--- config.mk ---
export PLATFORM = sky130hd
export DESIGN_NAME = ncs_charger
export DESIGN_NICKNAME = d
export VERILOG_FILES = /design/src/ncs_pkg.sv /design/src/ncs_watchdog.sv /design/src/ncs_charger.sv
export SDC_FILE = /design/constraint.sdc
export NUM_CORES = 1
export LEC_CHECK = 0
export BUFFER_PORTS_ARGS = -buffer_cell sky130_fd_sc_hd__buf_2
export CAP_MARGIN = 5
export CORE_ASPECT_RATIO = 0.5
export CORE_MARGIN = 8
export CORE_UTILIZATION = 24
export CTS_CLUSTER_DIAMETER = 100
export CTS_CLUSTER_SIZE = 30
export DETAILED_ROUTE_END_ITERATION = 16
export GPL_TIMING_DRIVEN = 0
export MAX_ROUTING_LAYER = met4
export PLACE_DENSITY = 0.4
export SLEW_MARGIN = 20
export SYNTH_ARGS = -nofsm -noshare
export SYNTH_HDL_FRONTEND = slang
export SYNTH_SLANG_ARGS = --single-unit
--- constraint.sdc ---
create_clock -name clk_i -period 15.7 [get_ports clk_i]
set_input_delay 1.57 -clock clk_i [delete_from_list [all_inputs] [get_ports clk_i]]
set_output_delay 1.57 -clock clk_i [all_outputs]
set_load 0.1 [all_outputs]
--- src/ncs_pkg.sv ---
// Constants and types shared by the cell charge sequencer
package ncs_pkg;

  // ****************************************************************
  // Clock and time base
  // ****************************************************************
  localparam int CLK_HZ = 100_000_000;
  localparam int TICK_US = 1000;
  // Fine time base: one tick per millisecond
  localparam int TICK_CYCLES = (CLK_HZ / 1_000_000) * TICK_US;
  localparam int TICKS_PER_S = 1_000_000 / TICK_US;

  // ****************************************************************
  // Sequencer times, each in its own unit, then in ticks
  // ****************************************************************
  localparam int CTST_S = 31;
  localparam int CTST_TICKS = CTST_S * TICKS_PER_S;
  localparam int PCHG_MIN = 30;
  localparam int PCHG_TICKS = PCHG_MIN * 60 * TICKS_PER_S;
  localparam int THO_MIN = 4;
  localparam int THO_TICKS = THO_MIN * 60 * TICKS_PER_S;
  localparam int FLAT_MIN = 16;
  localparam int FLAT_TICKS = FLAT_MIN * 60 * TICKS_PER_S;
  // Length of one cell test with the switch held off
  localparam int TEST_TICKS = 8;

  // ****************************************************************
  // Status indicator rates
  // ****************************************************************
  localparam int SLOW_HZ = 1;
  localparam int FAST_HZ = 4;
  localparam int BLINK_TICKS = TICKS_PER_S / SLOW_HZ;
  localparam int SLOW_HALF = BLINK_TICKS / 2;
  localparam int FAST_PER = TICKS_PER_S / FAST_HZ;
  localparam int FAST_HALF = FAST_PER / 2;

  // ****************************************************************
  // Pass-switch duty cycles over a 64-tick frame
  // ****************************************************************
  localparam int PWM_W = 6;
  localparam logic [PWM_W-1:0] DF_QUARTER_ON = 6'h10;
  localparam logic [PWM_W-1:0] DF_MAINT_ON = 6'h01;

  // ****************************************************************
  // Cell readings, charge timer and watchdog
  // ****************************************************************
  localparam int VW = 12;
  // Reading LSB is 1 mV
  localparam logic [VW-1:0] NDV_COUNTS = 12'h002;
  localparam int CTMR_EDGES = 3600;
  localparam int TW = 31;
  localparam int WD_W = 8;
  localparam logic [WD_W-1:0] WD_LIMIT = 8'h10;

  typedef enum logic [3:0] {
    NCS_POR, NCS_PRESENCE, NCS_PRECHARGE, NCS_FAST, NCS_CELL_TEST,
    NCS_TOPOFF, NCS_MAINT, NCS_FAULT, NCS_SUSPEND
  } ncs_state_t;

endpackage

--- src/ncs_watchdog.sv ---
// Watchdog that stops charging when the main time base stalls
`timescale 1ns/1ps
module ncs_watchdog
  import ncs_pkg::*;
(
  input wire logic clk_i,
  input wire logic sys_rst_i,
  input wire logic wd_edge_i,
  input wire logic tick_i,
  output logic halt_o
);

  logic [WD_W-1:0] cnt_r;
  logic [WD_W-1:0] cnt_nxt;
  logic halt_r;
  logic halt_nxt;

  // Too many watchdog-oscillator edges without a main tick means the
  // main time base has stopped; the halt holds until reset
  always_comb
  begin
    cnt_nxt = cnt_r;
    halt_nxt = halt_r;
    if (tick_i)
      cnt_nxt = '0;
    else if (wd_edge_i && cnt_r != WD_LIMIT)
      cnt_nxt = cnt_r + 8'h01;
    if (cnt_r == WD_LIMIT)
      halt_nxt = 1'b1; // [RULE22]
  end

  always_ff @(posedge clk_i)
  begin
    if (sys_rst_i)
    begin
      cnt_r <= '0;
      halt_r <= 1'b0;
    end
    else
    begin
      cnt_r <= cnt_nxt;
      halt_r <= halt_nxt;
    end
  end

  assign halt_o = halt_r;

endmodule

--- src/ncs_charger.sv ---
// Charge sequencer for a single rechargeable cell
`timescale 1ns/1ps

// What this block does
// RULE1: Reinitialise on power-up and on leaving suspend, then wait in presence.
// RULE2: Undervoltage lockout blocks charging, holds power-on state, clears timers.
// RULE3: Enter presence when timer resistor connected and supply above lockout.
// RULE4: Presence to precharge only on cell below 1.65V and temperature 0-45C.
// RULE5: Precharge gates sense loop at 25% duty, status blinks at 1Hz.
// RULE6: Precharge goes to fast charge once cell exceeds 1.0V.
// RULE7: Precharge faults on 30min timeout, over 50C, or cell above 1.75V.
// RULE8: Fast charge runs sense loop continuously with status held high.
// RULE9: Cell test every 31s with pass switch held off throughout.
// RULE10: Fast charge goes to top-off when resistor-set charge timer expires.
// RULE11: Over 50C during fast charge stops charging, goes to maintenance.
// RULE12: Charging overvoltage during fast charge goes to fault.
// RULE13: Track peak test reading; drop over 2mV below peak ends fast charge.
// RULE14: No new peak for 16min also ends fast charge.
// RULE15: Negative-delta and flat termination suppressed for first 4min.
// RULE16: Loaded minus open-circuit reading above impedance threshold faults.
// RULE17: Any cell-test reading above open overvoltage limit faults.
// RULE18: Top-off charges at 25%, status high, timer restarted at half.
// RULE19: Top-off goes to maintenance on timer expiry or over 50C.
// RULE20: Top-off faults on overvoltage against limit matching switch state.
// RULE21: Floating timer resistor halts charging and suspends from any state.
// RULE22: Independently clocked watchdog halts charging if main time base stops.
// RULE23: Maintenance charges at 1.56% with status low until cell removed.
// RULE24: Fault holds switch off and blinks status at 4Hz, 50% duty.
// RULE25: Fault exits to presence only when cell reads above 1.75V.
// RULE26: Restoring timer resistor after suspend restarts with timers cleared.
module ncs_charger
  import ncs_pkg::*;
#(
  parameter int TICK_CYC = TICK_CYCLES,
  parameter int CTST_T = CTST_TICKS,
  parameter int PCHG_T = PCHG_TICKS,
  parameter int THO_T = THO_TICKS,
  parameter int FLAT_T = FLAT_TICKS,
  parameter int CTMR_E = CTMR_EDGES
)
(
  input wire logic clk_i,
  input wire logic sys_rst_i,
  input wire logic undervoltage_lockout_i,
  input wire logic timer_resistor_float_i,
  input wire logic cell_over_depleted_i,
  input wire logic cell_over_open_i,
  input wire logic cell_over_charge_i,
  input wire logic temp_in_range_i,
  input wire logic temp_hot_stop_i,
  input wire logic sense_below_ref_i,
  input wire logic [VW-1:0] cell_voltage_sense_i,
  input wire logic [VW-1:0] impedance_threshold_i,
  input wire logic charge_osc_i,
  input wire logic watchdog_osc_i,
  output logic charge_switch_o,
  output logic status_o,
  output logic watchdog_halt_o
);

  // ****************************************************************
  // Input synchronisers
  // ****************************************************************
  localparam int NB = 11;
  localparam int NS = NB + 2 * VW;

  // The readings are taken as settled while captured; a reading that
  // moves during the capture edge may tear across the two stages
  logic [NS-1:0] s1_r;
  logic [NS-1:0] s2_r;
  logic [1:0] osc_d_r;
  logic lowv;
  logic floating;
  logic over_dep;
  logic over_open;
  logic over_chg;
  logic temp_ok;
  logic hot;
  logic sense_lo;
  logic [VW-1:0] reading;
  logic [VW-1:0] imp_thr;
  logic ctmr_edge;
  logic wd_edge;

  always_ff @(posedge clk_i)
  begin
    if (sys_rst_i)
    begin
      s1_r <= '0;
      s2_r <= '0;
      osc_d_r <= '0;
    end
    else
    begin
      s1_r <= {impedance_threshold_i, cell_voltage_sense_i,
               watchdog_osc_i, charge_osc_i, sense_below_ref_i,
               temp_hot_stop_i, temp_in_range_i, cell_over_charge_i,
               cell_over_open_i, cell_over_depleted_i,
               timer_resistor_float_i, undervoltage_lockout_i,
               1'b0};
      s2_r <= s1_r;
      osc_d_r <= s2_r[10:9];
    end
  end

  assign lowv = s2_r[1];
  assign floating = s2_r[2];
  assign over_dep = s2_r[3];
  assign over_open = s2_r[4];
  assign over_chg = s2_r[5];
  assign temp_ok = s2_r[6];
  assign hot = s2_r[7];
  assign sense_lo = s2_r[8];
  assign ctmr_edge = s2_r[9] & ~osc_d_r[0];
  assign wd_edge = s2_r[10] & ~osc_d_r[1];
  assign reading = s2_r[NB+VW-1:NB];
  assign imp_thr = s2_r[NS-1:NB+VW];

  function automatic logic [TW-1:0] inc_sat(input logic [TW-1:0] x);
    inc_sat = (&x) ? x : x + 31'h1;
  endfunction

  // ****************************************************************
  // Time base, duty frame and indicator phase
  // ****************************************************************
  logic [TW-1:0] div_r;
  logic [TW-1:0] div_nxt;
  logic tick_r;
  logic tick_nxt;
  logic [PWM_W-1:0] pwm_r;
  logic [PWM_W-1:0] pwm_nxt;
  logic [TW-1:0] blink_r;
  logic [TW-1:0] blink_nxt;

  always_comb
  begin
    tick_nxt = (div_r == TW'(TICK_CYC - 1));
    div_nxt = tick_nxt ? '0 : div_r + 31'h1;
    pwm_nxt = tick_r ? pwm_r + 6'h01 : pwm_r;
    blink_nxt = blink_r;
    if (tick_r)
      blink_nxt = (blink_r == TW'(BLINK_TICKS - 1)) ? '0 : blink_r + 31'h1;
  end

  always_ff @(posedge clk_i)
  begin
    if (sys_rst_i)
    begin
      div_r <= '0;
      tick_r <= 1'b0;
      pwm_r <= '0;
      blink_r <= '0;
    end
    else
    begin
      div_r <= div_nxt;
      tick_r <= tick_nxt;
      pwm_r <= pwm_nxt;
      blink_r <= blink_nxt;
    end
  end

  // ****************************************************************
  // Watchdog on an independent oscillator
  // ****************************************************************
  logic wd_halt;

  ncs_watchdog u_wd (
    .clk_i(clk_i),
    .sys_rst_i(sys_rst_i),
    .wd_edge_i(wd_edge),
    .tick_i(tick_r),
    .halt_o(wd_halt)
  );

  // ****************************************************************
  // Charge sequencer
  // ****************************************************************
  ncs_state_t st_r;
  ncs_state_t st_nxt;
  logic [TW-1:0] age_r;
  logic [TW-1:0] age_nxt;
  logic [TW-1:0] hold_r;
  logic [TW-1:0] hold_nxt;
  logic [TW-1:0] ctst_r;
  logic [TW-1:0] ctst_nxt;
  logic [TW-1:0] flat_r;
  logic [TW-1:0] flat_nxt;
  logic [TW-1:0] ctmr_r;
  logic [TW-1:0] ctmr_nxt;
  logic [VW-1:0] peak_r;
  logic [VW-1:0] peak_nxt;
  logic [VW-1:0] load_r;
  logic [VW-1:0] load_nxt;
  logic quarter_on;
  logic held_off;

  assign quarter_on = (pwm_r < DF_QUARTER_ON);
  assign held_off = (hold_r >= TW'(THO_T));

  always_comb
  begin
    st_nxt = st_r;
    age_nxt = tick_r ? inc_sat(age_r) : age_r;
    hold_nxt = hold_r;
    ctst_nxt = ctst_r;
    flat_nxt = flat_r;
    ctmr_nxt = ctmr_edge ? inc_sat(ctmr_r) : ctmr_r;
    peak_nxt = peak_r;
    load_nxt = load_r;
    if (tick_r && (st_r == NCS_FAST || st_r == NCS_CELL_TEST))
    begin
      hold_nxt = inc_sat(hold_r);
      flat_nxt = inc_sat(flat_r);
      ctst_nxt = inc_sat(ctst_r);
    end
    unique case (st_r)
      NCS_POR:
        st_nxt = NCS_PRESENCE; // [RULE1] [RULE3]
      NCS_PRESENCE:
        if (!over_open && temp_ok)
          st_nxt = NCS_PRECHARGE; // [RULE4]
      NCS_PRECHARGE:
        if (over_chg || hot)
          st_nxt = NCS_FAULT; // [RULE7]
        else if (over_dep)
          st_nxt = NCS_FAST; // [RULE6]
        else if (age_r >= TW'(PCHG_T))
          st_nxt = NCS_FAULT; // [RULE7]
      NCS_FAST:
        if (over_chg)
          st_nxt = NCS_FAULT; // [RULE12]
        else if (hot)
          st_nxt = NCS_MAINT; // [RULE11]
        else if (ctmr_r >= TW'(CTMR_E))
          st_nxt = NCS_TOPOFF; // [RULE10]
        else if (ctst_r >= TW'(CTST_T))
        begin
          st_nxt = NCS_CELL_TEST; // [RULE9]
          load_nxt = reading;
        end
      NCS_CELL_TEST:
        if (over_open)
          st_nxt = NCS_FAULT; // [RULE17]
        else if (hot)
          st_nxt = NCS_MAINT; // [RULE11]
        else if (tick_r && age_r >= TW'(TEST_TICKS - 1))
        begin
          ctst_nxt = '0;
          if (load_r > reading && load_r - reading > imp_thr)
            st_nxt = NCS_FAULT; // [RULE16]
          else if (held_off && peak_r > reading &&
                   peak_r - reading > NDV_COUNTS)
            st_nxt = NCS_TOPOFF; // [RULE13] [RULE15]
          else if (held_off && flat_r >= TW'(FLAT_T))
            st_nxt = NCS_TOPOFF; // [RULE14] [RULE15]
          else
            st_nxt = NCS_FAST;
          if (reading > peak_r)
          begin
            peak_nxt = reading; // [RULE13]
            flat_nxt = '0; // [RULE14]
          end
        end
      NCS_TOPOFF:
        if ((quarter_on && over_chg) || (!quarter_on && over_open))
          st_nxt = NCS_FAULT; // [RULE20]
        else if (hot || ctmr_r >= TW'(CTMR_E / 2))
          st_nxt = NCS_MAINT; // [RULE19]
      NCS_MAINT:
        if (over_chg)
          st_nxt = NCS_PRESENCE; // [RULE23]
      NCS_FAULT:
        if (over_chg)
          st_nxt = NCS_PRESENCE; // [RULE25]
      NCS_SUSPEND:
        st_nxt = NCS_POR; // [RULE1] [RULE26]
      default:
        st_nxt = NCS_POR;
    endcase
    // Suspend and lockout override every state; lockout wins
    if (floating)
      st_nxt = NCS_SUSPEND; // [RULE21]
    if (lowv)
      st_nxt = NCS_POR; // [RULE2]
    if (st_nxt != st_r)
      age_nxt = '0;
    if (st_nxt == NCS_TOPOFF && st_r != NCS_TOPOFF)
      ctmr_nxt = '0; // [RULE18]
    // Fast-charge timers stay idle and cleared until fast charge starts; age_r still runs
    if (st_nxt == NCS_POR || st_nxt == NCS_PRESENCE ||
        st_nxt == NCS_SUSPEND || st_nxt == NCS_PRECHARGE)
    begin
      hold_nxt = '0; // [RULE2] [RULE26]
      ctst_nxt = '0;
      flat_nxt = '0;
      ctmr_nxt = '0;
      peak_nxt = '0;
    end
  end

  always_ff @(posedge clk_i)
  begin
    if (sys_rst_i)
    begin
      st_r <= NCS_POR;
      age_r <= '0;
      hold_r <= '0;
      ctst_r <= '0;
      flat_r <= '0;
      ctmr_r <= '0;
      peak_r <= '0;
      load_r <= '0;
    end
    else
    begin
      st_r <= st_nxt;
      age_r <= age_nxt;
      hold_r <= hold_nxt;
      ctst_r <= ctst_nxt;
      flat_r <= flat_nxt;
      ctmr_r <= ctmr_nxt;
      peak_r <= peak_nxt;
      load_r <= load_nxt;
    end
  end

  // ****************************************************************
  // Pass switch and status indicator
  // ****************************************************************
  logic cs_r;
  logic cs_nxt;
  logic status_r;
  logic status_nxt;
  logic gate_on;

  // The hysteretic sense comparator does the regulating; the sequencer
  // only opens the window in which it may switch the pass device on
  always_comb
  begin
    gate_on = 1'b0;
    status_nxt = 1'b0;
    unique case (st_r)
      NCS_PRECHARGE:
      begin
        gate_on = quarter_on; // [RULE5]
        status_nxt = (blink_r < TW'(SLOW_HALF)); // [RULE5]
      end
      NCS_FAST:
      begin
        gate_on = 1'b1; // [RULE8]
        status_nxt = 1'b1; // [RULE8]
      end
      NCS_CELL_TEST:
      begin
        gate_on = 1'b0; // [RULE9]
        status_nxt = 1'b1;
      end
      NCS_TOPOFF:
      begin
        gate_on = quarter_on; // [RULE18]
        status_nxt = 1'b1; // [RULE18]
      end
      NCS_MAINT:
        gate_on = (pwm_r < DF_MAINT_ON); // [RULE23]
      NCS_FAULT:
        status_nxt = ((blink_r % TW'(FAST_PER)) < TW'(FAST_HALF)); // [RULE24]
      NCS_POR, NCS_PRESENCE, NCS_SUSPEND:
        gate_on = 1'b0; // [RULE2] [RULE21]
      default:
        gate_on = 1'b0;
    endcase
    // Switch is active low: high keeps the cell from charging
    cs_nxt = ~(gate_on && sense_lo && !wd_halt && !lowv); // [RULE22] [RULE24]
  end

  always_ff @(posedge clk_i)
  begin
    if (sys_rst_i)
    begin
      cs_r <= 1'b1;
      status_r <= 1'b0;
    end
    else
    begin
      cs_r <= cs_nxt;
      status_r <= status_nxt;
    end
  end

  assign charge_switch_o = cs_r;
  assign status_o = status_r;
  assign watchdog_halt_o = wd_halt;

endmodule

==> results_dict.tcl <==
set metrics [dict create \
    vias 21235 \
    dp_hpwl_um 54500 \
    synth_top_cell_by_area "dfxtp_1" \
    final_util 0.292 \
    grtUsageTotal 0.131 \
    powerDensity_nw_per_um2 51.1 \
    synth_top_cell_area_share 0.293 \
    max_freq_mhz 56.5 \
    grt_max_degree 31 \
    hold_class "flop to flop" \
    r2r_setup_slack_ns -1.98 \
    cts_sinks 333 \
    violations "setup timing" \
    worst_pin_slew_ns 0.968 \
    cpMostUsedCell "buf_6" \
    syn_area_sq_um 22800 \
    core_area_sq_um 94700 \
    cts-hold-fix-buffers 0 \
    yosysUniqueCellTypes 128 \
    first_pass_iters 5 \
    cts-root-buf "clkbuf_16" \
    tns_ns -1.98 \
    grt_pass1_vias 18571 \
    dp_slack_ns -4.19 \
    cpMaxStageDelayCell "or4_4" \
    io-pin-count 39 \
    status "finished, violations left" \
    die_y_um 234 \
    yosys_warnings 0 \
    drt-initial-drc-count 1659 \
    layout.cells.non_filler 4354 \
    end_kind "flop" \
    worstSkewPairLatency_ns 0.55 \
    fin_skew_ns 0.0340 \
    portBuffers 38 \
    die_w_um 452 \
    ys_seq_area_frac 0.293 \
    drv_slew 0 \
    remaining_drc_errors 0 \
    cts-buffers-inserted 15 \
    power.leakage_nw 9.45 \
    place_congestion 0.820 \
    clk_pin_slew_ns 0.12 \
    final-hold-violation-count 0 \
    place_inst 4213 \
    start_util 0.240 \
    drive_gt1_frac 0.168 \
    postRouteWirelength_um 71300 \
    relSlewSlack 0.348 \
    fin_ws_ns -1.98 \
    timing.final.crit_share 1.13 \
    syn_nets 2998 \
    via_per_inst 4.88 \
    synthTopCellsByCount "nor2_1 (448), dfxtp_1 (333), nand2_1 (206), xor2_1 (147), xnor2_1 (139)" \
    final_nets 3176 \
    area_growth_pct 21.3 \
    synth_edf_count 0 \
    setup_violations 1 \
    syn_area_per_cell_sq_um 7.84 \
    fin_crit_ns 17.68 \
    fp-row-count 80 \
    cap_violations 0 \
    cts_max_path_buffers 3 \
    synthFlopType "dfxtp_1" \
    syn_inst 2904 \
    synth.top_cells.by_area "dfxtp_1 (29%), nor2_1 (7.4%), xor2_1 (5.7%)" \
    ant_nets 0 \
    async_flop_share 0 \
    rsz0062_at_grt "true" \
    crit_fanout 9 \
    grt_antenna_before_repair 0 \
    cp-start-kind "flop" \
    grt_overflow 0 \
    htreeDepth 1 \
    grt_pass1_wl_um 111000 \
    diodes 0 \
    critPathRequiredTime_ns 16.14 \
    arrival_ns 18.12 \
    critPathKind "flop to flop" \
    ys_ff_latch 333 \
    fp.dieArea_sq_um 106000 \
    cts_tree "built" \
    vdd_drop_max_mv 0.0667 \
    wire_per_inst_um 16.4 \
    slowest_delay_ns 0.58 \
    yosysMostFrequentCell "nor2_1" \
]
[registers in the layout, indices dropped and copies added (netlist names), 8 cells and up]
| register | count |
|---|---|
| peak_r | 12 |
| ctmr_r | 31 |
| blink_r | 31 |
| s1_r | 34 |
| flat_r | 31 |
| div_r | 31 |
| s2_r | 34 |
| age_r | 31 |
| u_wd.cnt_r | 8 |
| ctst_r | 31 |
| load_r | 12 |
| hold_r | 31 |
[kinds of logic after synthesis]
| group | share of synthesized area |
|---|---|
| adders and majority gates | 0.0348 |
| DFF | 0.293 |
| and+or+nand+nor | 0.281 |
| muxes | 0.0349 |
| AOI/OAI and AO/OA | 0.201 |
| buffers and inverters | 0.0441 |
| xor gates and xnor gates | 0.111 |
[layout by cell type, fill, tap and decap left out, types with 54 or more instances in the layout]
cell type and count:
a21oi_1 100, buf_4 126, xor2_1 144, dfxtp_1 326, o21ai_0 106, nor2b_1 90, nand2_1 198, xnor2_1 121
ha_1 54, nand3_1 121, clkbuf_1 59, and3_1 54, nand4_1 84, nor3_1 63, nor2_1 443, inv_1 98
[metal layers]
metal,track usage,vias up,wire length (um)
met2,0.142,470,23100
met4,0.0112,0,487
li1,-,10783,-
met5,-,-,0
met1,0.234,9959,43800
met3,0.0201,23,3920
[cell type report]
| class | instances | area [sq um] |
|---|---|---|
| Fill cell | 10263 | 67100 |
| Buffer | 121 | 714 |
| Multi-Input combinational cell | 2342 | 16600 |
| Clock inverter | 3 | 41.3 |
| Inverter | 104 | 390 |
| Timing Repair Buffer | 165 | 1220 |
| Sequential cell | 333 | 6680 |
| Clock buffer | 15 | 375 |
| Tap cell | 1271 | 1590 |
[stage by stage]
step,cell area (sq um),hold slack (ns),total power [mW]
6_report,27600,0.428,1.41
3_5_place_dp,24900,0.409,0.960
4_1_cts,26300,0.438,1.44
3_3_place_gp,24900,0.415,0.961
5_1_grt,27600,0.445,1.48
2_1_floorplan,23100,0.363,0.930
[timing repair]
action / CTS / global route
setup buffers: 50 / 75
hold endpoints to repair: 0 / 0
pin swaps: 54 / 80
cloned: 0 / 2
gates resized for setup: 127 / 150
setup endpoints to repair: 1 / 1
[power by group]
group,total (mW),internal [mW],switching [mW]
combinational,0.0815,0.0307,0.0508
clock,0.472,0.181,0.291
sequential,0.859,0.854,0.00500
total,1.41,1.07,0.347
[worst max-delay path: cells and delay by family (launching register included)]
family,cells,cell delay (ns)
AOI/OAI and AO/OA,34,8.13
xor gates and xnor gates,1,0.17
adders and majority gates,1,0.20
buffers and inverters,15,2.33
DFF,1,0.33
muxes,4,1.11
and+or+nand+nor,22,5.31
[final timing paths]
kind,startpoint,endpoint,cells past startpoint
worst max register to register,blink_r[27]$_SDFFE_PP0P_,status_o$_SDFF_PP0_,77
worst min-delay path,s2_r[8]$_SDFF_PP0_,charge_switch_o$_SDFF_PP1_,1
worst max-delay path,blink_r[27]$_SDFFE_PP0P_,status_o$_SDFF_PP0_,77
worst min register to register,s2_r[8]$_SDFF_PP0_,charge_switch_o$_SDFF_PP1_,1
Power figures use the tool's default switching activity.
